`config.mk`:
```
export PLATFORM = sky130hd
export DESIGN_NAME = snoop_far_end_flat
export DESIGN_NICKNAME = d
export VERILOG_FILES = /design/src/logic/snoop_pkg.sv /design/src/logic/snoop_if.sv /design/src/logic/snoop_far_end.sv /design/src/flat_wrapper.sv
export SDC_FILE = /design/constraint.sdc
export NUM_CORES = 1
export LEC_CHECK = 0
export BUFFER_PORTS_ARGS = -buffer_cell sky130_fd_sc_hd__buf_4
export CAP_MARGIN = 20
export CORE_AREA = 3 3 58 86
export CTS_CLUSTER_SIZE = 14
export DETAILED_ROUTE_END_ITERATION = 8
export DIE_AREA = 0 0 61 89
export PLACE_DENSITY_LB_ADDON = 0.08
export SLEW_MARGIN = 20
export SYNTH_ARGS = -nofsm -noshare
export SYNTH_HDL_FRONTEND = slang
export SYNTH_SLANG_ARGS = --single-unit
```
`constraint.sdc`:
```
create_clock -name clk -period 3.35 [get_ports clk]
set_input_delay 0.335 -clock clk [delete_from_list [all_inputs] [get_ports clk]]
set_output_delay 0.335 -clock clk [all_outputs]
set_load 0.01 [all_outputs]
```
`src/logic/snoop_pkg.sv`:
```
/*
  shared constants for the cache snoop controller and its far end.
  assumes one system clock drives both ends.
*/
`default_nettype none

package snoop_pkg;

  // ----------------------------------------
  // address and cache line
  // ----------------------------------------
  localparam int ADDR_W = 32;
  localparam logic [31:0] MEM_REGION_BASE = 32'h0000_0000;
  localparam logic [31:0] MEM_REGION_TOP = 32'h07ff_ffff;
  localparam int LINE_BYTES = 16;
  localparam logic [1:0] FIRST_BEAT = 2'h0;
  localparam logic [1:0] LAST_BEAT = 2'h3;

  // ----------------------------------------
  // timing
  // ----------------------------------------
  // cycles after the strobe in which a modified hit may still show up
  localparam logic [1:0] MODIFIED_HIT_N_WINDOW = 2'h2;

  // ----------------------------------------
  // reset values
  // ----------------------------------------
  localparam logic ACTIVE_LOW_IDLE = 1'b1;
  localparam logic ACTIVE_HIGH_IDLE = 1'b0;

endpackage

`default_nettype wire

```
`src/logic/snoop_if.sv`:
```
/*
  wires between the snoop controller and the cpu plus bus masters.
  assumes both ends run on the same clock; no clocking block here.
*/
`timescale 1ns/1ps
`default_nettype none

interface snoop_if;
  import snoop_pkg::*;

  // ----------------------------------------
  // cpu hold and snoop
  // ----------------------------------------
  logic hold_req;
  logic hold_ack;
  logic cpu_address_hold;
  logic external_snoop_strobe_n;
  logic modified_hit_n;
  logic castout_valid;
  logic [1:0] castout_offset;

  // ----------------------------------------
  // local bus master
  // ----------------------------------------
  logic local_req;
  logic local_master_grant_n;
  logic local_ads_n;
  logic local_rdy_n;
  logic local_writeback_abort_n;

  // ----------------------------------------
  // isa master or dma
  // ----------------------------------------
  logic isa_req;
  logic isa_addr_valid;
  logic isa_finish;
  logic [ADDR_W-1:0] master_addr;

  modport dev (
    output hold_req, cpu_address_hold, external_snoop_strobe_n,
    output local_master_grant_n, local_rdy_n, local_writeback_abort_n, isa_finish,
    input hold_ack, modified_hit_n, castout_valid, castout_offset,
    input local_req, local_ads_n, isa_req, isa_addr_valid, master_addr
  );

  modport far (
    input hold_req, cpu_address_hold, external_snoop_strobe_n,
    input local_master_grant_n, local_rdy_n, local_writeback_abort_n, isa_finish,
    output hold_ack, modified_hit_n, castout_valid, castout_offset,
    output local_req, local_ads_n, isa_req, isa_addr_valid, master_addr
  );

endinterface

`default_nettype wire

```
`src/logic/snoop_far_end.sv`:
```
/*
  far end of the snoop link: cpu with a write-back cache, one local
  master and one isa/dma master, all under user control.
  assumes the snoop controller shares the system clock.
*/
`timescale 1ns/1ps
`default_nettype none

module snoop_far_end
  import snoop_pkg::*;
(
  // clock and reset
  input wire logic clk,
  input wire logic rst,
  // link to the snoop controller
  snoop_if.far bus,
  // user control
  input wire logic local_start,
  input wire logic isa_start,
  input wire logic [ADDR_W-1:0] start_addr,
  input wire logic line_dirty,
  // user status
  output logic master_busy,
  output logic master_done,
  output logic master_aborted
);

  // ----------------------------------------
  // cpu side
  // ----------------------------------------
  typedef enum logic [1:0] {c_idle, c_hit, c_cast} cpu_state_t;
  cpu_state_t cstate, next_cstate;
  logic hold_ack, next_hold_ack;
  logic modified_hit_n_n, next_modified_hit_n_n;
  logic cast_valid, next_cast_valid;
  logic [1:0] beat, next_beat;
  logic snoop_under_cpu_address_hold, next_snoop_under_cpu_address_hold;

  always_comb begin
    next_cstate = cstate;
    next_modified_hit_n_n = modified_hit_n_n;
    next_beat = beat;
    next_snoop_under_cpu_address_hold = snoop_under_cpu_address_hold;
    next_cast_valid = 1'b0;
    case (cstate)
      c_idle: begin
        // flag a dirty line on the snoop
        if (!bus.external_snoop_strobe_n && line_dirty) begin
          next_modified_hit_n_n = 1'b0;
          next_snoop_under_cpu_address_hold = bus.cpu_address_hold;
          next_cstate = c_hit;
        end
      end
      c_hit: begin
        // castout waits for the bus, then offset zero first
        // local snoop waits for hold to drop, isa snoop only for the address bus
        if (snoop_under_cpu_address_hold ? !bus.cpu_address_hold : !bus.hold_req) begin
          next_beat = FIRST_BEAT;
          next_cast_valid = 1'b1;
          next_cstate = c_cast;
        end
      end
      c_cast: begin
        if (beat == LAST_BEAT) begin
          // negate the hit after the last beat
          next_modified_hit_n_n = 1'b1;
          next_cstate = c_idle;
        end else begin
          next_beat = beat + 2'h1;
          next_cast_valid = 1'b1;
        end
      end
      default: begin
        next_cstate = c_idle;
      end
    endcase
    // acknowledge hold only while not busy with a castout
    next_hold_ack = bus.hold_req && (next_cstate == c_idle);
  end

  always_ff @(posedge clk or posedge rst) begin
    if (rst) begin
      cstate <= c_idle;
      hold_ack <= ACTIVE_HIGH_IDLE;
      modified_hit_n_n <= ACTIVE_LOW_IDLE;
      cast_valid <= ACTIVE_HIGH_IDLE;
      beat <= FIRST_BEAT;
      snoop_under_cpu_address_hold <= ACTIVE_HIGH_IDLE;
    end else begin
      cstate <= next_cstate;
      hold_ack <= next_hold_ack;
      modified_hit_n_n <= next_modified_hit_n_n;
      cast_valid <= next_cast_valid;
      beat <= next_beat;
      snoop_under_cpu_address_hold <= next_snoop_under_cpu_address_hold;
    end
  end

  // ----------------------------------------
  // masters
  // ----------------------------------------
  typedef enum logic [2:0] {m_idle, m_l_req, m_l_wait, m_i_req, m_i_wait, m_i_end} master_state_t;
  master_state_t mstate, next_mstate;
  logic lreq, next_lreq;
  logic ads_n, next_ads_n;
  logic ireq, next_ireq;
  logic avalid, next_avalid;
  logic [ADDR_W-1:0] addr, next_addr;
  logic done, next_done;
  logic aborted, next_aborted;
  logic mbusy, next_mbusy;

  always_comb begin
    next_mstate = mstate;
    next_lreq = lreq;
    next_ireq = ireq;
    next_avalid = avalid;
    next_addr = addr;
    next_ads_n = 1'b1;
    next_done = 1'b0;
    next_aborted = 1'b0;
    case (mstate)
      m_idle: begin
        if (local_start) begin
          next_lreq = 1'b1;
          next_addr = start_addr;
          next_mstate = m_l_req;
        end else if (isa_start) begin
          next_ireq = 1'b1;
          next_addr = start_addr;
          next_mstate = m_i_req;
        end
      end
      m_l_req: begin
        // address strobe once the grant is seen
        if (!bus.local_master_grant_n) begin
          next_ads_n = 1'b0;
          next_mstate = m_l_wait;
        end
      end
      m_l_wait: begin
        if (!bus.local_rdy_n) begin
          next_lreq = 1'b0;
          next_done = 1'b1;
          next_aborted = !bus.local_writeback_abort_n;
          next_mstate = m_idle;
        end
      end
      m_i_req: begin
        // mark the address valid once the cpu address hold is seen
        if (bus.cpu_address_hold) begin
          next_avalid = 1'b1;
          next_mstate = m_i_wait;
        end
      end
      m_i_wait: begin
        // finish only when the controller allows it
        if (bus.isa_finish) begin
          next_avalid = 1'b0;
          next_ireq = 1'b0;
          next_done = 1'b1;
          next_mstate = m_i_end;
        end
      end
      m_i_end: begin
        // lets the controller leave its end state before a new start
        next_mstate = m_idle;
      end
      default: begin
        next_mstate = m_idle;
      end
    endcase
    // busy from a flop, same timing as the request flops
    next_mbusy = next_lreq | next_ireq;
  end

  always_ff @(posedge clk or posedge rst) begin
    if (rst) begin
      mstate <= m_idle;
      lreq <= ACTIVE_HIGH_IDLE;
      ads_n <= ACTIVE_LOW_IDLE;
      ireq <= ACTIVE_HIGH_IDLE;
      avalid <= ACTIVE_HIGH_IDLE;
      addr <= 32'h0000_0000;
      done <= ACTIVE_HIGH_IDLE;
      aborted <= ACTIVE_HIGH_IDLE;
      mbusy <= ACTIVE_HIGH_IDLE;
    end else begin
      mstate <= next_mstate;
      lreq <= next_lreq;
      ads_n <= next_ads_n;
      ireq <= next_ireq;
      avalid <= next_avalid;
      addr <= next_addr;
      done <= next_done;
      aborted <= next_aborted;
      mbusy <= next_mbusy;
    end
  end

  // ----------------------------------------
  // outputs
  // ----------------------------------------
  assign bus.hold_ack = hold_ack;
  assign bus.modified_hit_n = modified_hit_n_n;
  assign bus.castout_valid = cast_valid;
  assign bus.castout_offset = beat;
  assign bus.local_req = lreq;
  assign bus.local_ads_n = ads_n;
  assign bus.isa_req = ireq;
  assign bus.isa_addr_valid = avalid;
  assign bus.master_addr = addr;
  assign master_busy = mbusy;
  assign master_done = done;
  assign master_aborted = aborted;

endmodule // snoop_far_end

`default_nettype wire

```
`src/flat_wrapper.sv`:
```
// flat-port wrapper written by rule: the top's interface ports become plain ports
module snoop_far_end_flat import snoop_pkg::*;
  (clk, rst, local_start, isa_start, start_addr, line_dirty, master_busy, master_done, master_aborted, bus_hold_req, bus_cpu_address_hold, bus_external_snoop_strobe_n, bus_local_master_grant_n, bus_local_rdy_n, bus_local_writeback_abort_n, bus_isa_finish, bus_hold_ack, bus_modified_hit_n, bus_castout_valid, bus_castout_offset, bus_local_req, bus_local_ads_n, bus_isa_req, bus_isa_addr_valid, bus_master_addr);
  snoop_if bus_i ();
  input wire logic clk;
  input wire logic rst;
  input wire logic local_start;
  input wire logic isa_start;
  input wire logic [ADDR_W-1:0] start_addr;
  input wire logic line_dirty;
  output logic master_busy;
  output logic master_done;
  output logic master_aborted;
  input wire logic [$bits(bus_i.hold_req)-1:0] bus_hold_req;
  input wire logic [$bits(bus_i.cpu_address_hold)-1:0] bus_cpu_address_hold;
  input wire logic [$bits(bus_i.external_snoop_strobe_n)-1:0] bus_external_snoop_strobe_n;
  input wire logic [$bits(bus_i.local_master_grant_n)-1:0] bus_local_master_grant_n;
  input wire logic [$bits(bus_i.local_rdy_n)-1:0] bus_local_rdy_n;
  input wire logic [$bits(bus_i.local_writeback_abort_n)-1:0] bus_local_writeback_abort_n;
  input wire logic [$bits(bus_i.isa_finish)-1:0] bus_isa_finish;
  output wire logic [$bits(bus_i.hold_ack)-1:0] bus_hold_ack;
  output wire logic [$bits(bus_i.modified_hit_n)-1:0] bus_modified_hit_n;
  output wire logic [$bits(bus_i.castout_valid)-1:0] bus_castout_valid;
  output wire logic [$bits(bus_i.castout_offset)-1:0] bus_castout_offset;
  output wire logic [$bits(bus_i.local_req)-1:0] bus_local_req;
  output wire logic [$bits(bus_i.local_ads_n)-1:0] bus_local_ads_n;
  output wire logic [$bits(bus_i.isa_req)-1:0] bus_isa_req;
  output wire logic [$bits(bus_i.isa_addr_valid)-1:0] bus_isa_addr_valid;
  output wire logic [$bits(bus_i.master_addr)-1:0] bus_master_addr;
  assign bus_i.hold_req = bus_hold_req;
  assign bus_i.cpu_address_hold = bus_cpu_address_hold;
  assign bus_i.external_snoop_strobe_n = bus_external_snoop_strobe_n;
  assign bus_i.local_master_grant_n = bus_local_master_grant_n;
  assign bus_i.local_rdy_n = bus_local_rdy_n;
  assign bus_i.local_writeback_abort_n = bus_local_writeback_abort_n;
  assign bus_i.isa_finish = bus_isa_finish;
  assign bus_hold_ack = bus_i.hold_ack;
  assign bus_modified_hit_n = bus_i.modified_hit_n;
  assign bus_castout_valid = bus_i.castout_valid;
  assign bus_castout_offset = bus_i.castout_offset;
  assign bus_local_req = bus_i.local_req;
  assign bus_local_ads_n = bus_i.local_ads_n;
  assign bus_isa_req = bus_i.isa_req;
  assign bus_isa_addr_valid = bus_i.isa_addr_valid;
  assign bus_master_addr = bus_i.master_addr;
  snoop_far_end u_core (.clk(clk), .rst(rst), .bus(bus_i), .local_start(local_start), .isa_start(isa_start), .start_addr(start_addr), .line_dirty(line_dirty), .master_busy(master_busy), .master_done(master_done), .master_aborted(master_aborted));
endmodule
```
# Yosys cells after proc, flatten, opt, wreduce, memory -nomap -nowiden
# Cells that the tools add are included.
[word_totals] elab_cells=92 register_bits=50 output_inout_bits=44
[op_classes] n_reduce_logical=19 n_eq_ne=16 bitwise_logic=1 mux=40 n_addsub=1
[ops] op="two-way mux 32 bit" n=2
[ops] op="two-way mux 1 bit" n=18
[ops] op="two-way mux 3 bit" n=6
[ops] op="case mux 3 bit (5 select lines)" n=1
[ops] op="case mux 1 bit (2 select lines)" n=6
[ops] op="two-way mux 2 bit" n=5
[ops] op="inequality test 2 bit, second input constant" n=5
[ops] op="AND reduction 3 bit" n=3
[ops] op="nonzero test 2 bit" n=4
[ops] op="equality test 3 x 2 -> 1 bit, second input constant" n=2
[ops] op="inequality test 2 x 1 -> 1 bit, second input constant" n=3
[ops] op="case mux 2 bit (3 select lines)" n=1
[ops] op="AND reduction 5 bit" n=1
[ops] op="equality test 2 bit, second input constant" n=2
[ops] op="zero test 1 bit" n=4
[ops] op="zero test 2 bit" n=2
[ops] op="case mux 2 bit (2 select lines)" n=1
[ops] op="AND reduction 2 bit" n=2
[ops] op="equality test 3 x 1 -> 1 bit, second input constant" n=1
[ops] op="equality test 3 bit, second input constant" n=1
[ops] op="zero test 3 bit" n=1
[ops] op="inequality test 3 bit, second input constant" n=1
[ops] op="adder 2 x 1 -> 2 bit, second input constant" n=1
[ops] op="equality test 2 x 1 -> 1 bit, second input constant" n=1
[ops] op="2 further kinds" n=3

# Longest topological paths before layout
[depth] word_depth=6 mapped_depth=6 ltp_nobuf=6

# Least setup slack after synthesis
# OpenSTA, ideal clock, no wires.
[synth_path] kind="register to register" from="register u_core.mstate[1]" to="register u_core.addr[0] (netlist: u_core.bus.master_addr[0])" setup_time_ps=125 n_path_buf=2 required_time_ps=3225 period_less_slack_ps=1538 arrival_time_ps=1413 path_stages_with_launch=5 path_slack_ps=1812 path_cell_list="dfrtp_1 buf_6 nor4_4 buf_6 mux2_2"
[synth_between] elab_chain_cells=2
[synth_lines] element="start, declared" line_no="snoop_far_end.sv:103" rtl="master_state_t mstate, next_mstate;"
[synth_lines] element="start signal, assigned" line_no="snoop_far_end.sv:179" rtl="mstate <= m_idle;"
[synth_lines] element="start signal, assigned" line_no="snoop_far_end.sv:189" rtl="mstate <= next_mstate;"
[synth_lines] element="zero test 3 bit" line_no="snoop_far_end.sv:122" rtl="case (mstate)"
[synth_lines] element="AND reduction 2 bit (no source line)"
[synth_lines] element="end signal, assigned" line_no="snoop_far_end.sv:194" rtl="addr <= next_addr;"
[synth_lines] element="end, declared" line_no="snoop_far_end.sv:108" rtl="logic [ADDR_W-1:0] addr, next_addr;"
# Every way passes these cells.
# A chain may end at the register's enable or synchronous reset.

# Final worst setup path
[layout_path] from="register u_core.mstate[1]" to="register u_core.addr[21] (netlist: u_core.bus.master_addr[21])"
# Same word-level chain as after synthesis.

==> impl_results.md <==
- Cell count after placement: 286
- DRC Markers: 0
- Cell Rows: 29
- Wire per inst: 14.3 µm
- CTS clk-pin slew, worst paths: 0.09 ns
- Peak VDD IR: 0.000535 V
- Final hold viol count: 0
- Startpoint types: flip-flop
- Reg area: 1250 µm²
- Layout net count: 297
- Top post-synthesis cells by area: dfrtp_1, mux2_2, ha_1, dfstp_2, buf_6
- RSZ-0062 raised after global routing: no
- Fin Clk Skew: 0.00838 ns
- CP Class: flip-flop to flip-flop
- Vias in the first global route: 1,403
- Slew Limit Fails: 0
- Vias post-DR: 1,510
- Syn. warnings: 0
- Max_cap viols: 0
- Htree depth: 2
- Clock sink total: 50
- Die height: 89 µm
- Final setup fails: 0
- Largest net degree at the start of global routing: 51
- Diode count: 0
- Ports: 88
- Synth top area share: 56.9%
- Core Region: 4320 µm²
- Clock Tree Root: clkbuf_8
- Outcome: complete, no violations
- Layout cell share with drive strength beyond 1: 53.2%
- Routability Congestion: 0.866
- Slew Limit Headroom: 44.3%
- Area leader, netlist: dfrtp_1
- CP peak stage delay: 0.50 ns
- Initial antenna violation count: 0
- Total wire length: 4210 µm
- Post-CTS Repair Setup Buffers: 0
- Pwr per Cell Area: 899 nW/µm²
- Max Root-Sink Buffers: 2
- Crit path max-delay family: flip-flops
- Starting Density: 48.9%
- Slowest stage cell, crit path: dfrtp_1
- Number of CTS-inserted buffers: 5
- DP HPWL: 3190 µm
- Multi-input combinational cell area: 781 µm²
- Die Wd: 61 µm
- Synth cell types: 26
- First-pass DRT Iterations: 4
- Worst Path Max Fanout: 32
- Post-CTS Resized: 0
- Total track usage: 15.8%
- GRT overflow: 0
- Final non-filler cell total: 294
- Final period util: 50.9%
- Arr. time, crit path: 1.88 ns
- Clk_lat worst skew: 0.29 ns
- Net count after synthesis: 208
- Initial DRC count: 38
- Sequential element share of the synthesized area: 59.4%
- Die Area: 5430 µm²
- Synthesized area per cell: 13.4 µm²
- I/O Buffers: 87
- # fillers: 354
- Tightest Pin Transition: 0.834 ns
- Hold Buf Count CTS: 0
- Worst Setup End Kind: flip-flop
- Mapped Cells: 158
- Synthesized area: 2110 µm²
- #FFs+latches synth: 50
- Worst-path cell chain: nor4_4, buf_4, mux2_2
- Final min period: 1.70 ns
- DRT antenna net count: 0
- Setup TNS: 0 ns
- Worst Hold Class: primary input to async pin
- First-pass GRT wire length: 6420 µm
- Area delta synth->final: 36.4%
- Vias per cell: 5.14
- Leakage power: 0.00137 µW
- CTS tree: done
- Highest clock rate: 587 MHz
- WP data required: 3.52 ns
- Crit path buf inv count: 1
[final cells by class]
type                       count  share of cell area, %
clock buffer                   7                   3.34
clock inverter                 1                  0.304
inverter                       6                  0.825
multi-input combinational     96                   27.1
sequential                    50                   43.5
tap                           46                   2.00
timing repair buffer          88                   22.9
[worst paths after layout]
kind                                             startpoint                          to  slack (ns)  cells after the start
worst min register to register    u_core.bus.master_addr[4]   u_core.bus.master_addr[4]        0.50                      1
worst min-delay path                                    rst  u_core.bus.master_addr[27]        0.18                      2
max in group asynchronous                               rst   u_core.bus.master_addr[7]        2.67                      2
min in group clk                bus_local_writeback_abort_n       u_core.master_aborted        0.19                      2
worst max register to register             u_core.mstate[1]  u_core.bus.master_addr[21]        1.65                      3
worst max-delay path                       u_core.mstate[1]  u_core.bus.master_addr[21]        1.65                      3
[Yosys cell counts]
| cell type | count |
|---|---|
| dfrtp_1 | 48 |
| mux2_2 | 31 |
| nor2_1 | 9 |
| a21oi_1 | 8 |
| nand2_1 | 8 |
| o21ai_0 | 8 |
| ha_1 | 6 |
| inv_1 | 6 |
| nor2b_1 | 5 |
| a211oi_1 | 4 |
| buf_6 | 4 |
| buf_2 | 2 |
| dfstp_2 | 2 |
| mux2_1 | 2 |
| mux2i_1 | 2 |
| nor3_1 | 2 |
| nor3b_1 | 2 |
| a21boi_0 | 1 |
| a22o_2 | 1 |
| a31oi_1 | 1 |
| a32o_1 | 1 |
| a32oi_1 | 1 |
| nand3b_1 | 1 |
| nor4_4 | 1 |
| or2_1 | 1 |
| or3_1 | 1 |
[cells by family (layout without fill, tap and decap cells)]
family | after synthesis | after routing | synth area share, %
AOI/OAI and AO/OA | 25 | 25 | 7.23
DFF | 50 | 50 | 59.4
and+or+nand+nor | 30 | 30 | 7.64
adders and majority gates | 6 | 6 | 3.55
buffers and inverters | 12 | 102 | 3.67
muxes | 35 | 35 | 18.5
[flip-flops by register name, indices dropped and copies added, names as in the netlist]
| signal | cells |
|---|---|
| u_core.bus.local_ads_n | 1 |
| u_core.master_aborted | 1 |
| u_core.bus.castout_offset | 2 |
| u_core.bus.local_req | 1 |
| u_core.bus.modified_hit_n | 1 |
| u_core.snoop_under_cpu_address_hold | 1 |
| u_core.bus.master_addr | 32 |
| u_core.master_busy | 1 |
| u_core.bus.hold_ack | 1 |
| u_core.bus.isa_addr_valid | 1 |
| u_core.master_done | 1 |
| u_core.bus.isa_req | 1 |
| u_core.cstate | 2 |
| u_core.bus.castout_valid | 1 |
| u_core.mstate | 3 |
[placed cells by master, fill, tap and decap left out, types with 5 or more instances in the layout]
| master | instances |
|---|---|
| a21oi_1 | 8 |
| buf_4 | 88 |
| clkbuf_8 | 7 |
| dfrtp_1 | 48 |
| ha_1 | 6 |
| inv_1 | 5 |
| mux2_2 | 31 |
| nand2_1 | 8 |
| nor2_1 | 9 |
| nor2b_1 | 5 |
| o21ai_0 | 8 |
[through the flow]
stage | hold slack (ns) | utilization [%] | total power (µW) | worst slack [ns] | area [µm²]
finish | 0.180 | 66.7 | 2590 | 1.65 | 2880
global route | 0.176 | 66.7 | 2800 | 1.44 | 2880
CTS | 0.175 | 66.7 | 2640 | 1.62 | 2880
detailed placement | 0.480 | 64.3 | 2260 | 1.63 | 2780
global placement | 0.471 | 64.3 | 2230 | 1.64 | 2780
floorplan | 0.406 | - | 1770 | 1.81 | 2110
[power by group]
| group | internal, µW | total (µW) | leakage (µW) | switching [µW] |
|---|---|---|---|---|
| combinational | 668 | 1160 | 0.000726 | 491 |
| sequential | 878 | 1060 | 0.000592 | 183 |
| clock | 189 | 372 | 0.0000544 | 183 |
[per-layer routing]
layer / share of wire, % / global-route usage (%) / vias up / routed length (µm)
li1: - / - / 727 / -
met1: 38 / 17.9 / 712 / 1600
met2: 52 / 27.8 / 63 / 2180
met3: 7.9 / 4.19 / 8 / 331
met4: 2.4 / 6.11 / 0 / 102
met5: 0 / 0 / - / 0
Note: power is estimated with default switching activity, not from simulation.
